--- config.mk ---
export PLATFORM = sky130hd
export DESIGN_NAME = sensor_status_error_reporting
export DESIGN_NICKNAME = d
export VERILOG_FILES = /design/src/inc/sensor_status_pkg.sv /design/src/chan_event_tracker.sv /design/src/sensor_status_error_reporting.sv
export VERILOG_INCLUDE_DIRS = /design/src /design/src/inc
export SDC_FILE = /design/constraint.sdc
export NUM_CORES = 1
export LEC_CHECK = 0
export BUFFER_PORTS_ARGS = -buffer_cell sky130_fd_sc_hd__clkbuf_2
export CAP_MARGIN = 10
export CORE_ASPECT_RATIO = 1.75
export CORE_UTILIZATION = 45
export DETAILED_ROUTE_END_ITERATION = 8
export GPL_TIMING_DRIVEN = 0
export PLACE_DENSITY = 0.85
export RECOVER_POWER = 50
export SYNTH_ARGS = -nofsm -noshare
export SYNTH_HDL_FRONTEND = slang
export SYNTH_SLANG_ARGS = --single-unit
--- constraint.sdc ---
create_clock -name sys_clk_i -period 2.5 [get_ports sys_clk_i]
set_input_delay 0.5 -clock sys_clk_i [delete_from_list [all_inputs] [get_ports sys_clk_i]]
set_output_delay 0.5 -clock sys_clk_i [all_outputs]
set_load 0.005 [all_outputs]
--- src/inc/sensor_status_regs.svh ---
// Register offsets, field positions and reset values of the status and event routing block.
// Assumes the serial register front end presents one decoded word access per cycle.
//
// Functional notes
// Two-bit source field names channel of the latched flag; code 00 is ch0, 11 ch3.
// A flagged error stays latched until status or source channel result is read.
// Watchdog status bit sets when an active channel times out.
// Error and warning bits show only events since the last status read.
// Amplitude-high status bit sets when any active channel warns high.
// Amplitude-low status bit sets when any active channel warns low.
// Result-ready sets per conversion, or once all active channels converted in scan mode.
// One pending-result bit per channel, bit 3 for ch0 down to bit 0 for ch3.
// Watchdog-to-result enable puts timeouts in the channel result watchdog field.
// Amp-high-to-result enable puts high warnings in the channel result amplitude field.
// Amp-low-to-result enable puts low warnings in the channel result amplitude field.
// Watchdog-to-irq enable gates interrupt pin and watchdog status bit.
// Result-ready-to-irq enable gates interrupt pin and result-ready status bit.
// Host writes zeros to reserved routing bits 10:6.
// Interrupt pin asserts on status update unless the pin-disable bit is set; amplitude flag updates do not assert it.
// Scan enable follows the channel sequence, else converts the single selected channel.
// Result read clears pending bit; status read releases the interrupt pin.
`ifndef SENSOR_STATUS_REGS_SVH
`define SENSOR_STATUS_REGS_SVH

// ---------------------------------------------------------------
// Offsets
// ---------------------------------------------------------------
`define OFS_EVENT_STATUS 8'h18
`define OFS_EVENT_ROUTING 8'h19
`define OFS_RESULT_CH0 8'h00
`define OFS_RESULT_CH1 8'h02
`define OFS_RESULT_CH2 8'h04
`define OFS_RESULT_CH3 8'h06

// ---------------------------------------------------------------
// Status fields
// ---------------------------------------------------------------
`define ST_SRC_HI 15
`define ST_SRC_LO 14
`define ST_WD_BIT 11
`define ST_AH_BIT 10
`define ST_AL_BIT 9
`define ST_RDY_BIT 6

// ---------------------------------------------------------------
// Routing fields and reset values
// ---------------------------------------------------------------
`define RT_WD_OUT_BIT 13
`define RT_AH_OUT_BIT 12
`define RT_AL_OUT_BIT 11
`define RT_WD_IRQ_BIT 5
`define RT_RDY_IRQ_BIT 0
`define RT_WRITE_MASK 16'h3821
`define RT_RESET 16'h0000
`define ST_RESET 16'h0000

`endif

--- src/inc/sensor_status_pkg.sv ---
// Types shared by the status and event routing block.
// Assumes nothing of its surroundings.
package sensor_status_pkg;
  typedef logic [1:0] chan_idx_t;
  typedef logic [3:0] chan_vec_t;
  typedef enum logic [1:0] {
    SCAN_SINGLE = 2'b01,
    SCAN_SEQ = 2'b10
  } scan_mode_t;
endpackage : sensor_status_pkg

--- src/chan_event_tracker.sv ---
// Per-channel pending-result flag and result register event fields.
// Assumes single-cycle event and read strobes from the conversion and register logic.
`timescale 1ns/1ps
`default_nettype none
module chan_event_tracker (
  // Clock and reset
  input wire logic sys_clk_i,
  input wire logic resetn_i,
  // Events
  input wire logic active_i,
  input wire logic conv_done_i,
  input wire logic wd_i,
  input wire logic ah_i,
  input wire logic al_i,
  // Routing
  input wire logic wd_en_i,
  input wire logic ah_en_i,
  input wire logic al_en_i,
  // Host read
  input wire logic data_read_i,
  // Results
  output logic pending_o,
  output logic wd_field_o,
  output logic amp_field_o
);

  // ---------------------------------------------------------------
  // Pending result, new result beats a same-cycle read
  // ---------------------------------------------------------------
  always_ff @(posedge sys_clk_i or negedge resetn_i) begin
    if (!resetn_i) begin
      pending_o <= 1'b0;
    end else begin
      pending_o <= (conv_done_i & active_i) | (pending_o & ~data_read_i);
    end
  end

  // ---------------------------------------------------------------
  // Result register fields
  // ---------------------------------------------------------------
  always_ff @(posedge sys_clk_i or negedge resetn_i) begin
    if (!resetn_i) begin
      wd_field_o <= 1'b0;
    end else begin
      wd_field_o <= (wd_i & active_i & wd_en_i) | (wd_field_o & ~data_read_i);
    end
  end

  always_ff @(posedge sys_clk_i or negedge resetn_i) begin
    if (!resetn_i) begin
      amp_field_o <= 1'b0;
    end else begin
      amp_field_o <= (((ah_i & ah_en_i) | (al_i & al_en_i)) & active_i)
                     | (amp_field_o & ~data_read_i);
    end
  end

endmodule : chan_event_tracker
`default_nettype wire

--- src/sensor_status_error_reporting.sv ---
// Status, event routing and interrupt pin logic of the four-channel converter.
// Assumes a register front end giving decoded one-cycle read and write strobes,
// and conversion engine events as one-cycle pulses per channel.
`timescale 1ns/1ps
`default_nettype none
`include "sensor_status_regs.svh"
module sensor_status_error_reporting
  import sensor_status_pkg::*;
#(
  parameter int NUM_CHAN = 4
) (
  // Clock and reset
  input wire logic sys_clk_i,
  input wire logic resetn_i,
  // Register port
  input wire logic [7:0] reg_addr_i,
  input wire logic reg_rd_i,
  input wire logic reg_wr_i,
  input wire logic [15:0] reg_wdata_i,
  output logic [15:0] reg_rdata_o,
  output logic reg_rvalid_o,
  // Conversion engine events
  input wire logic [3:0] conv_done_i,
  input wire logic [3:0] wd_timeout_i,
  input wire logic [3:0] amp_high_i,
  input wire logic [3:0] amp_low_i,
  // Configuration bits
  input wire logic sequence_scan_enable_i,
  input wire logic [1:0] active_chan_i,
  input wire logic [3:0] scan_chan_mask_i,
  input wire logic irq_pin_disable_i,
  // Result register fields
  output logic [3:0] result_watchdog_field_o,
  output logic [3:0] result_amplitude_field_o,
  // Pin
  output logic irq_pin_n_o
);

  // ---------------------------------------------------------------
  // Register file state
  // ---------------------------------------------------------------
  logic [15:0] event_routing_config_r;
  chan_idx_t fault_source_channel_r;
  logic watchdog_timeout_flag_r;
  logic amplitude_high_flag_r;
  logic amplitude_low_flag_r;
  logic result_ready_flag_r;
  logic irq_pend_r;
  logic irq_pend_nxt;
  chan_vec_t seen_r;
  chan_vec_t pending_vec;
  scan_mode_t mode_r;

  logic watchdog_to_result_en;
  logic amp_high_to_result_en;
  logic amp_low_to_result_en;
  logic watchdog_to_irq_en;
  logic result_ready_to_irq_en;

  assign watchdog_to_result_en = event_routing_config_r[`RT_WD_OUT_BIT];
  assign amp_high_to_result_en = event_routing_config_r[`RT_AH_OUT_BIT];
  assign amp_low_to_result_en = event_routing_config_r[`RT_AL_OUT_BIT];
  assign watchdog_to_irq_en = event_routing_config_r[`RT_WD_IRQ_BIT];
  assign result_ready_to_irq_en = event_routing_config_r[`RT_RDY_IRQ_BIT];

  // ---------------------------------------------------------------
  // Access decode
  // ---------------------------------------------------------------
  logic status_rd;
  chan_vec_t data_rd;
  assign status_rd = reg_rd_i && (reg_addr_i == `OFS_EVENT_STATUS);
  assign data_rd = {reg_rd_i && (reg_addr_i == `OFS_RESULT_CH3),
                    reg_rd_i && (reg_addr_i == `OFS_RESULT_CH2),
                    reg_rd_i && (reg_addr_i == `OFS_RESULT_CH1),
                    reg_rd_i && (reg_addr_i == `OFS_RESULT_CH0)};

  // Routing register; reserved bits never store, so a careless host cannot set them
  always_ff @(posedge sys_clk_i or negedge resetn_i) begin
    if (!resetn_i) begin
      event_routing_config_r <= `RT_RESET;
    end else if (reg_wr_i && (reg_addr_i == `OFS_EVENT_ROUTING)) begin
      event_routing_config_r <= reg_wdata_i & `RT_WRITE_MASK;
    end
  end

  // ---------------------------------------------------------------
  // Active channel set
  // ---------------------------------------------------------------
  always_ff @(posedge sys_clk_i or negedge resetn_i) begin
    if (!resetn_i) begin
      mode_r <= SCAN_SINGLE;
    end else begin
      mode_r <= sequence_scan_enable_i ? SCAN_SEQ : SCAN_SINGLE;
    end
  end

  chan_vec_t act;
  always_comb begin
    unique case (mode_r)
      SCAN_SEQ: act = scan_chan_mask_i;
      SCAN_SINGLE: act = chan_vec_t'(4'h1 << active_chan_i);
      default: act = 4'h0;
    endcase
  end

  // ---------------------------------------------------------------
  // Event qualification
  // ---------------------------------------------------------------
  chan_vec_t wd_ev;
  chan_vec_t ah_ev;
  chan_vec_t al_ev;
  chan_vec_t flagged;
  chan_vec_t seen_nxt;
  logic rdy_ev;
  logic err_latched;
  logic err_clear;
  chan_idx_t first_src;

  assign wd_ev = wd_timeout_i & act & {4{watchdog_to_irq_en}};
  assign ah_ev = amp_high_i & act;
  assign al_ev = amp_low_i & act;
  assign flagged = wd_ev | ah_ev | al_ev;
  assign err_latched = watchdog_timeout_flag_r | amplitude_high_flag_r | amplitude_low_flag_r;
  assign err_clear = status_rd | data_rd[fault_source_channel_r];

  // Lowest numbered channel wins when several flag at once
  always_comb begin
    first_src = 2'h0;
    for (int i = NUM_CHAN - 1; i >= 0; i--) begin
      if (flagged[i]) begin
        first_src = chan_idx_t'(i);
      end
    end
  end

  // One formula serves both modes: single mode has a one-hot active set
  assign seen_nxt = seen_r | (conv_done_i & act);
  assign rdy_ev = (act != 4'h0) && ((seen_nxt & act) == act);

  always_ff @(posedge sys_clk_i or negedge resetn_i) begin
    if (!resetn_i) begin
      seen_r <= 4'h0;
    end else begin
      seen_r <= rdy_ev ? 4'h0 : (seen_nxt & act);
    end
  end

  // ---------------------------------------------------------------
  // Status flags, set beats a same-cycle clear
  // ---------------------------------------------------------------
  always_ff @(posedge sys_clk_i or negedge resetn_i) begin
    if (!resetn_i) begin
      watchdog_timeout_flag_r <= 1'b0;
      amplitude_high_flag_r <= 1'b0;
      amplitude_low_flag_r <= 1'b0;
    end else begin
      watchdog_timeout_flag_r <= (|wd_ev) | (watchdog_timeout_flag_r & ~err_clear);
      amplitude_high_flag_r <= (|ah_ev) | (amplitude_high_flag_r & ~err_clear);
      amplitude_low_flag_r <= (|al_ev) | (amplitude_low_flag_r & ~err_clear);
    end
  end

  always_ff @(posedge sys_clk_i or negedge resetn_i) begin
    if (!resetn_i) begin
      fault_source_channel_r <= 2'h0;
    end else if ((|flagged) && (!err_latched || err_clear)) begin
      fault_source_channel_r <= first_src;
    end
  end

  always_ff @(posedge sys_clk_i or negedge resetn_i) begin
    if (!resetn_i) begin
      result_ready_flag_r <= 1'b0;
    end else begin
      result_ready_flag_r <= (rdy_ev & result_ready_to_irq_en)
                             | (result_ready_flag_r & ~status_rd);
    end
  end

  // ---------------------------------------------------------------
  // Interrupt pin
  // ---------------------------------------------------------------
  assign irq_pend_nxt = (rdy_ev & result_ready_to_irq_en) | (|wd_ev)
                        | (irq_pend_r & ~status_rd);

  always_ff @(posedge sys_clk_i or negedge resetn_i) begin
    if (!resetn_i) begin
      irq_pend_r <= 1'b0;
      irq_pin_n_o <= 1'b1;
    end else begin
      irq_pend_r <= irq_pend_nxt;
      irq_pin_n_o <= ~(irq_pend_nxt & ~irq_pin_disable_i);
    end
  end

  // ---------------------------------------------------------------
  // Per-channel trackers
  // ---------------------------------------------------------------
  for (genvar c = 0; c < NUM_CHAN; c++) begin : g_chan
    chan_event_tracker u_trk (
      .sys_clk_i(sys_clk_i),
      .resetn_i(resetn_i),
      .active_i(act[c]),
      .conv_done_i(conv_done_i[c]),
      .wd_i(wd_timeout_i[c]),
      .ah_i(amp_high_i[c]),
      .al_i(amp_low_i[c]),
      .wd_en_i(watchdog_to_result_en),
      .ah_en_i(amp_high_to_result_en),
      .al_en_i(amp_low_to_result_en),
      .data_read_i(data_rd[c]),
      .pending_o(pending_vec[c]),
      .wd_field_o(result_watchdog_field_o[c]),
      .amp_field_o(result_amplitude_field_o[c])
    );
  end

  // ---------------------------------------------------------------
  // Read data
  // ---------------------------------------------------------------
  logic [15:0] status_word;
  always_comb begin
    status_word = `ST_RESET;
    status_word[`ST_SRC_HI:`ST_SRC_LO] = fault_source_channel_r;
    status_word[`ST_WD_BIT] = watchdog_timeout_flag_r;
    status_word[`ST_AH_BIT] = amplitude_high_flag_r;
    status_word[`ST_AL_BIT] = amplitude_low_flag_r;
    status_word[`ST_RDY_BIT] = result_ready_flag_r;
    status_word[3:0] = {pending_vec[0], pending_vec[1], pending_vec[2], pending_vec[3]};
  end

  // Result registers themselves live outside; their reads only return zero here
  always_ff @(posedge sys_clk_i or negedge resetn_i) begin
    if (!resetn_i) begin
      reg_rdata_o <= 16'h0000;
      reg_rvalid_o <= 1'b0;
    end else begin
      reg_rvalid_o <= reg_rd_i;
      if (status_rd) begin
        reg_rdata_o <= status_word;
      end else if (reg_rd_i && (reg_addr_i == `OFS_EVENT_ROUTING)) begin
        reg_rdata_o <= event_routing_config_r;
      end else begin
        reg_rdata_o <= 16'h0000;
      end
    end
  end
endmodule : sensor_status_error_reporting
`default_nettype wire

==> reports/qor.yml <==
status:
  status: "finished with violations"
  violations: "capacitance limit, slew limit"
grt:
  grt_pass1_vias: 1807
  grt_max_degree: 46
  grt.total_usage_pct: 23.80
  grt_first_pass_wirelength_um: 8300
  antenna_found_initial: 0
  overflow: 0
die:
  initial_core_util_pct: 47.61
  die_w_um: 53.84
  die_area_mm2: 0.004991
  die_height_um: 92.71
  ioPinCount: 78
  core_mm2: 0.004444
  core.rowCount: 32
placed_design:
  gp_congestion: 0.9659
  port_buffers: 63
  dpl_cell_area_mm2: 0.002502
  dp_hpwl_um: 4176
  dpl.cell_count: 303
clock_network:
  cts_tree: "done"
  ctsRootBufferMaster: "clkbuf_8"
  cts_buffer_depth: 2
  cts_sinks: 45
  htree_num_levels: 2
  cts.clk_slew.worst_paths_ns: 0.08
  cts_made_buffers: 5
  clkLatencyLatePin_ns: 0.30
synthesis:
  synth_top_area_cell: "dfrtp_1"
  syn_avg_cell_area_um2: 11.31
  netlist_instances: 187
  synth_area_leaders: "dfrtp_1 (51%), a22o_1 (5.0%), buf_4 (3.9%), and2_1 (3.5%), mux2_2 (2.7%)"
  synthFlopType: "dfrtp_1"
  async_flop_share_pct: 100.0
  synth-seq-cells: 45
  yosysSeqAreaShare_pct: 53.34
  synth.cell_area_mm2: 0.002116
  synth-edff-count: 0
  synth.top_cell.area_share_pct: 50.86
  ys_types: 47
  yosysWarnings: 0
sta:
  finalSetupViolCount: 0
  period_share_pct: 97.48
  clock-skew-final_ns: 0.008475
  hold_viol: 0
  fmax_ghz: 0.4103
  tns_ns: 0
  worst_pin_slew_ns: 1.646
  period_needed_ns: 2.437
  max-slew-margin-rel_pct: -9.943
  slew_viol_final: 39
  rsz0062_at_grt: "yes"
routing:
  ant_nets: 0
  wl_per_cell_um: 16.70
  drc: 0
  wirelength_um: 5226
  viasPerCell: 5.665
  dr.pass1.iters: 4
  drt-initial-drc-count: 39
  num_vias: 1773
final_layout:
  final_common_cell: "clkbuf_2"
  areaGrowthSynthToFinish_pct: 24.07
  fin_cells: 313
  diodes: 0
  final_core_util_pct: 59.07
  drive_above_1_share_pct: 37.40
  final_cell_mix: "clkbuf_2 (56), dfrtp_1 (43), and2_1 (12), a22o_1 (12), buf_4 (12)"
  fin_nets: 315
  postLayoutCellArea_mm2: 0.002625
critical_path:
  crit_type: "register to register"
  worstSetupStartpointType: "register"
  r2r_cells: 7
  reg2reg_setup_slack_ns: 0.06
  path_cells: "inv_1 -> ha_2 -> nand4bb_1 -> nand2_1 -> and2_1 -> or4_1 -> a311oi_1"
  cp_max_fo: 10
  cp.arrival_ns: 2.63
  crit_path_end_kind: "register"
  critPathRequiredTime_ns: 2.70
  critPathSlowestCell: "dfstp_2"
  cpPeakStageDelay_ns: 0.54
power_and_ir_drop:
  power_density_mw_per_mm2: 600.4
  leakagePower_nw: 1.328
  ir_worst_vdd_v: 0.0004878
worst_hold_path:
  hp-class: "input pin to asynchronous set/reset pin"
run:
  maxCapViolCount: 1
[through the flow]
| step | total power, mW | setup slack (ns) | hold WS (ns) |
|---|---|---|---|
| final | 1.576 | 0.06293 | 0.09351 |
| after global routing | 1.652 | -0.02456 | 0.1212 |
| after CTS | 1.584 | 0.08087 | 0.3133 |
| after detailed placement | 1.117 | -0.04470 | 0.4771 |
| after global placement | 1.104 | 0.04853 | 0.4688 |
| after floorplan | 0.9924 | 0.3451 | 0.2044 |
[logic make-up (layout without fill, tap and decap cells)]
| group | after synthesis | in the layout | share of synthesized area (%) |
|---|---|---|---|
| AO/OA/AOI/OAI | 48 | 48 | 17.56 |
| other | 1 | 3 | 0.1772 |
| XOR/XNOR | 2 | 2 | 0.8281 |
| flip-flops | 45 | 45 | 53.34 |
| adder cells (fa/ha/maj) | 2 | 2 | 1.183 |
| AND/OR/NAND/NOR | 65 | 65 | 18.63 |
| multiplexers | 6 | 6 | 3.134 |
| buffers and inverters | 18 | 91 | 5.145 |
[timing repair]
action,in CTS,in global routing
gates resized for setup,2,2
pin swaps,0,1
endpoints found under the setup margin,2,2
buffers inserted,0,1
hold buffers,0,0
[area by class of cell]
class / instances / area (um2)
Buffer: 11 / 82.58
Clock buffer: 7 / 86.33
Clock inverter: 1 / 7.507
Fill cell: 380 / 1819
Inverter: 7 / 26.28
Multi-Input combinational cell: 126 / 903.4
Sequential cell: 45 / 1129
Tap cell: 51 / 63.81
Timing Repair Buffer: 65 / 326.6
[final timing paths]
kind,start,end
max in group asynchronous,resetn_i,g_chan[1].u_trk.wd_field_o
min reg2reg,g_chan[0].u_trk.amp_field_o,g_chan[0].u_trk.amp_field_o
min,resetn_i,mode_r[1]
min in group sys_clk_i,sequence_scan_enable_i,mode_r[1]
max,mode_r[0],irq_pin_n_o
max reg2reg,mode_r[0],irq_pin_n_o
[critical path, delay by kind of cell (launching register included)]
family | cells | cell delay, ns
adders and majority gates | 1 | 0.40
and+or+nand+nor | 4 | 1.05
DFF | 1 | 0.54
buffers and inverters | 1 | 0.04
AOI/OAI and AO/OA | 1 | 0.31
[registers in the layout (all words and copies together), names as in the netlist, 2 cells and up]
name and count:
seen_r 4, event_routing_config_r 5, fault_source_channel_r 2, g_chan.u_trk.amp_field_o 4, reg_rdata_o 13, g_chan.u_trk.wd_field_o 4, g_chan.u_trk.pending_o 4, mode_r 2
[power breakdown]
group          leakage, nW  switching, mW  internal, mW
registers            0.576         0.0492         0.796
logic                0.708          0.126         0.137
clock network       0.0445          0.243         0.225
[per-layer routing]
layer	global-route usage, %	part of all wire (%)	vias to the layer above
li1	-	-	828
met2	38.99	51	81
met5	0	0	-
met1	25.35	36	843
met3	5.583	6.3	21
met4	16.67	6.0	0
[cell usage after synthesis (2+ instances only)]
| library cell | instances |
|---|---|
| or2b_1 | 2 |
| nand2_2 | 2 |
| a211oi_1 | 4 |
| nand3b_1 | 4 |
| nor2_1 | 10 |
| a31oi_1 | 2 |
| dfrtp_1 | 43 |
| o21bai_1 | 3 |
| nor3_1 | 5 |
| ha_1 | 2 |
| and2_1 | 12 |
| nor4_1 | 2 |
| mux2_2 | 5 |
| dfstp_2 | 2 |
| a22o_1 | 12 |
| a22oi_1 | 6 |
| nand2_1 | 8 |
| or2_2 | 3 |
| buf_4 | 11 |
| o21ai_0 | 3 |
| a21oi_1 | 6 |
| inv_1 | 7 |
| nand4bb_1 | 2 |
| a22o_2 | 2 |
| o32ai_1 | 2 |
| and2_4 | 3 |
| nand3_1 | 3 |
| xnor2_1 | 2 |
(Power assumes the default switching activity.)
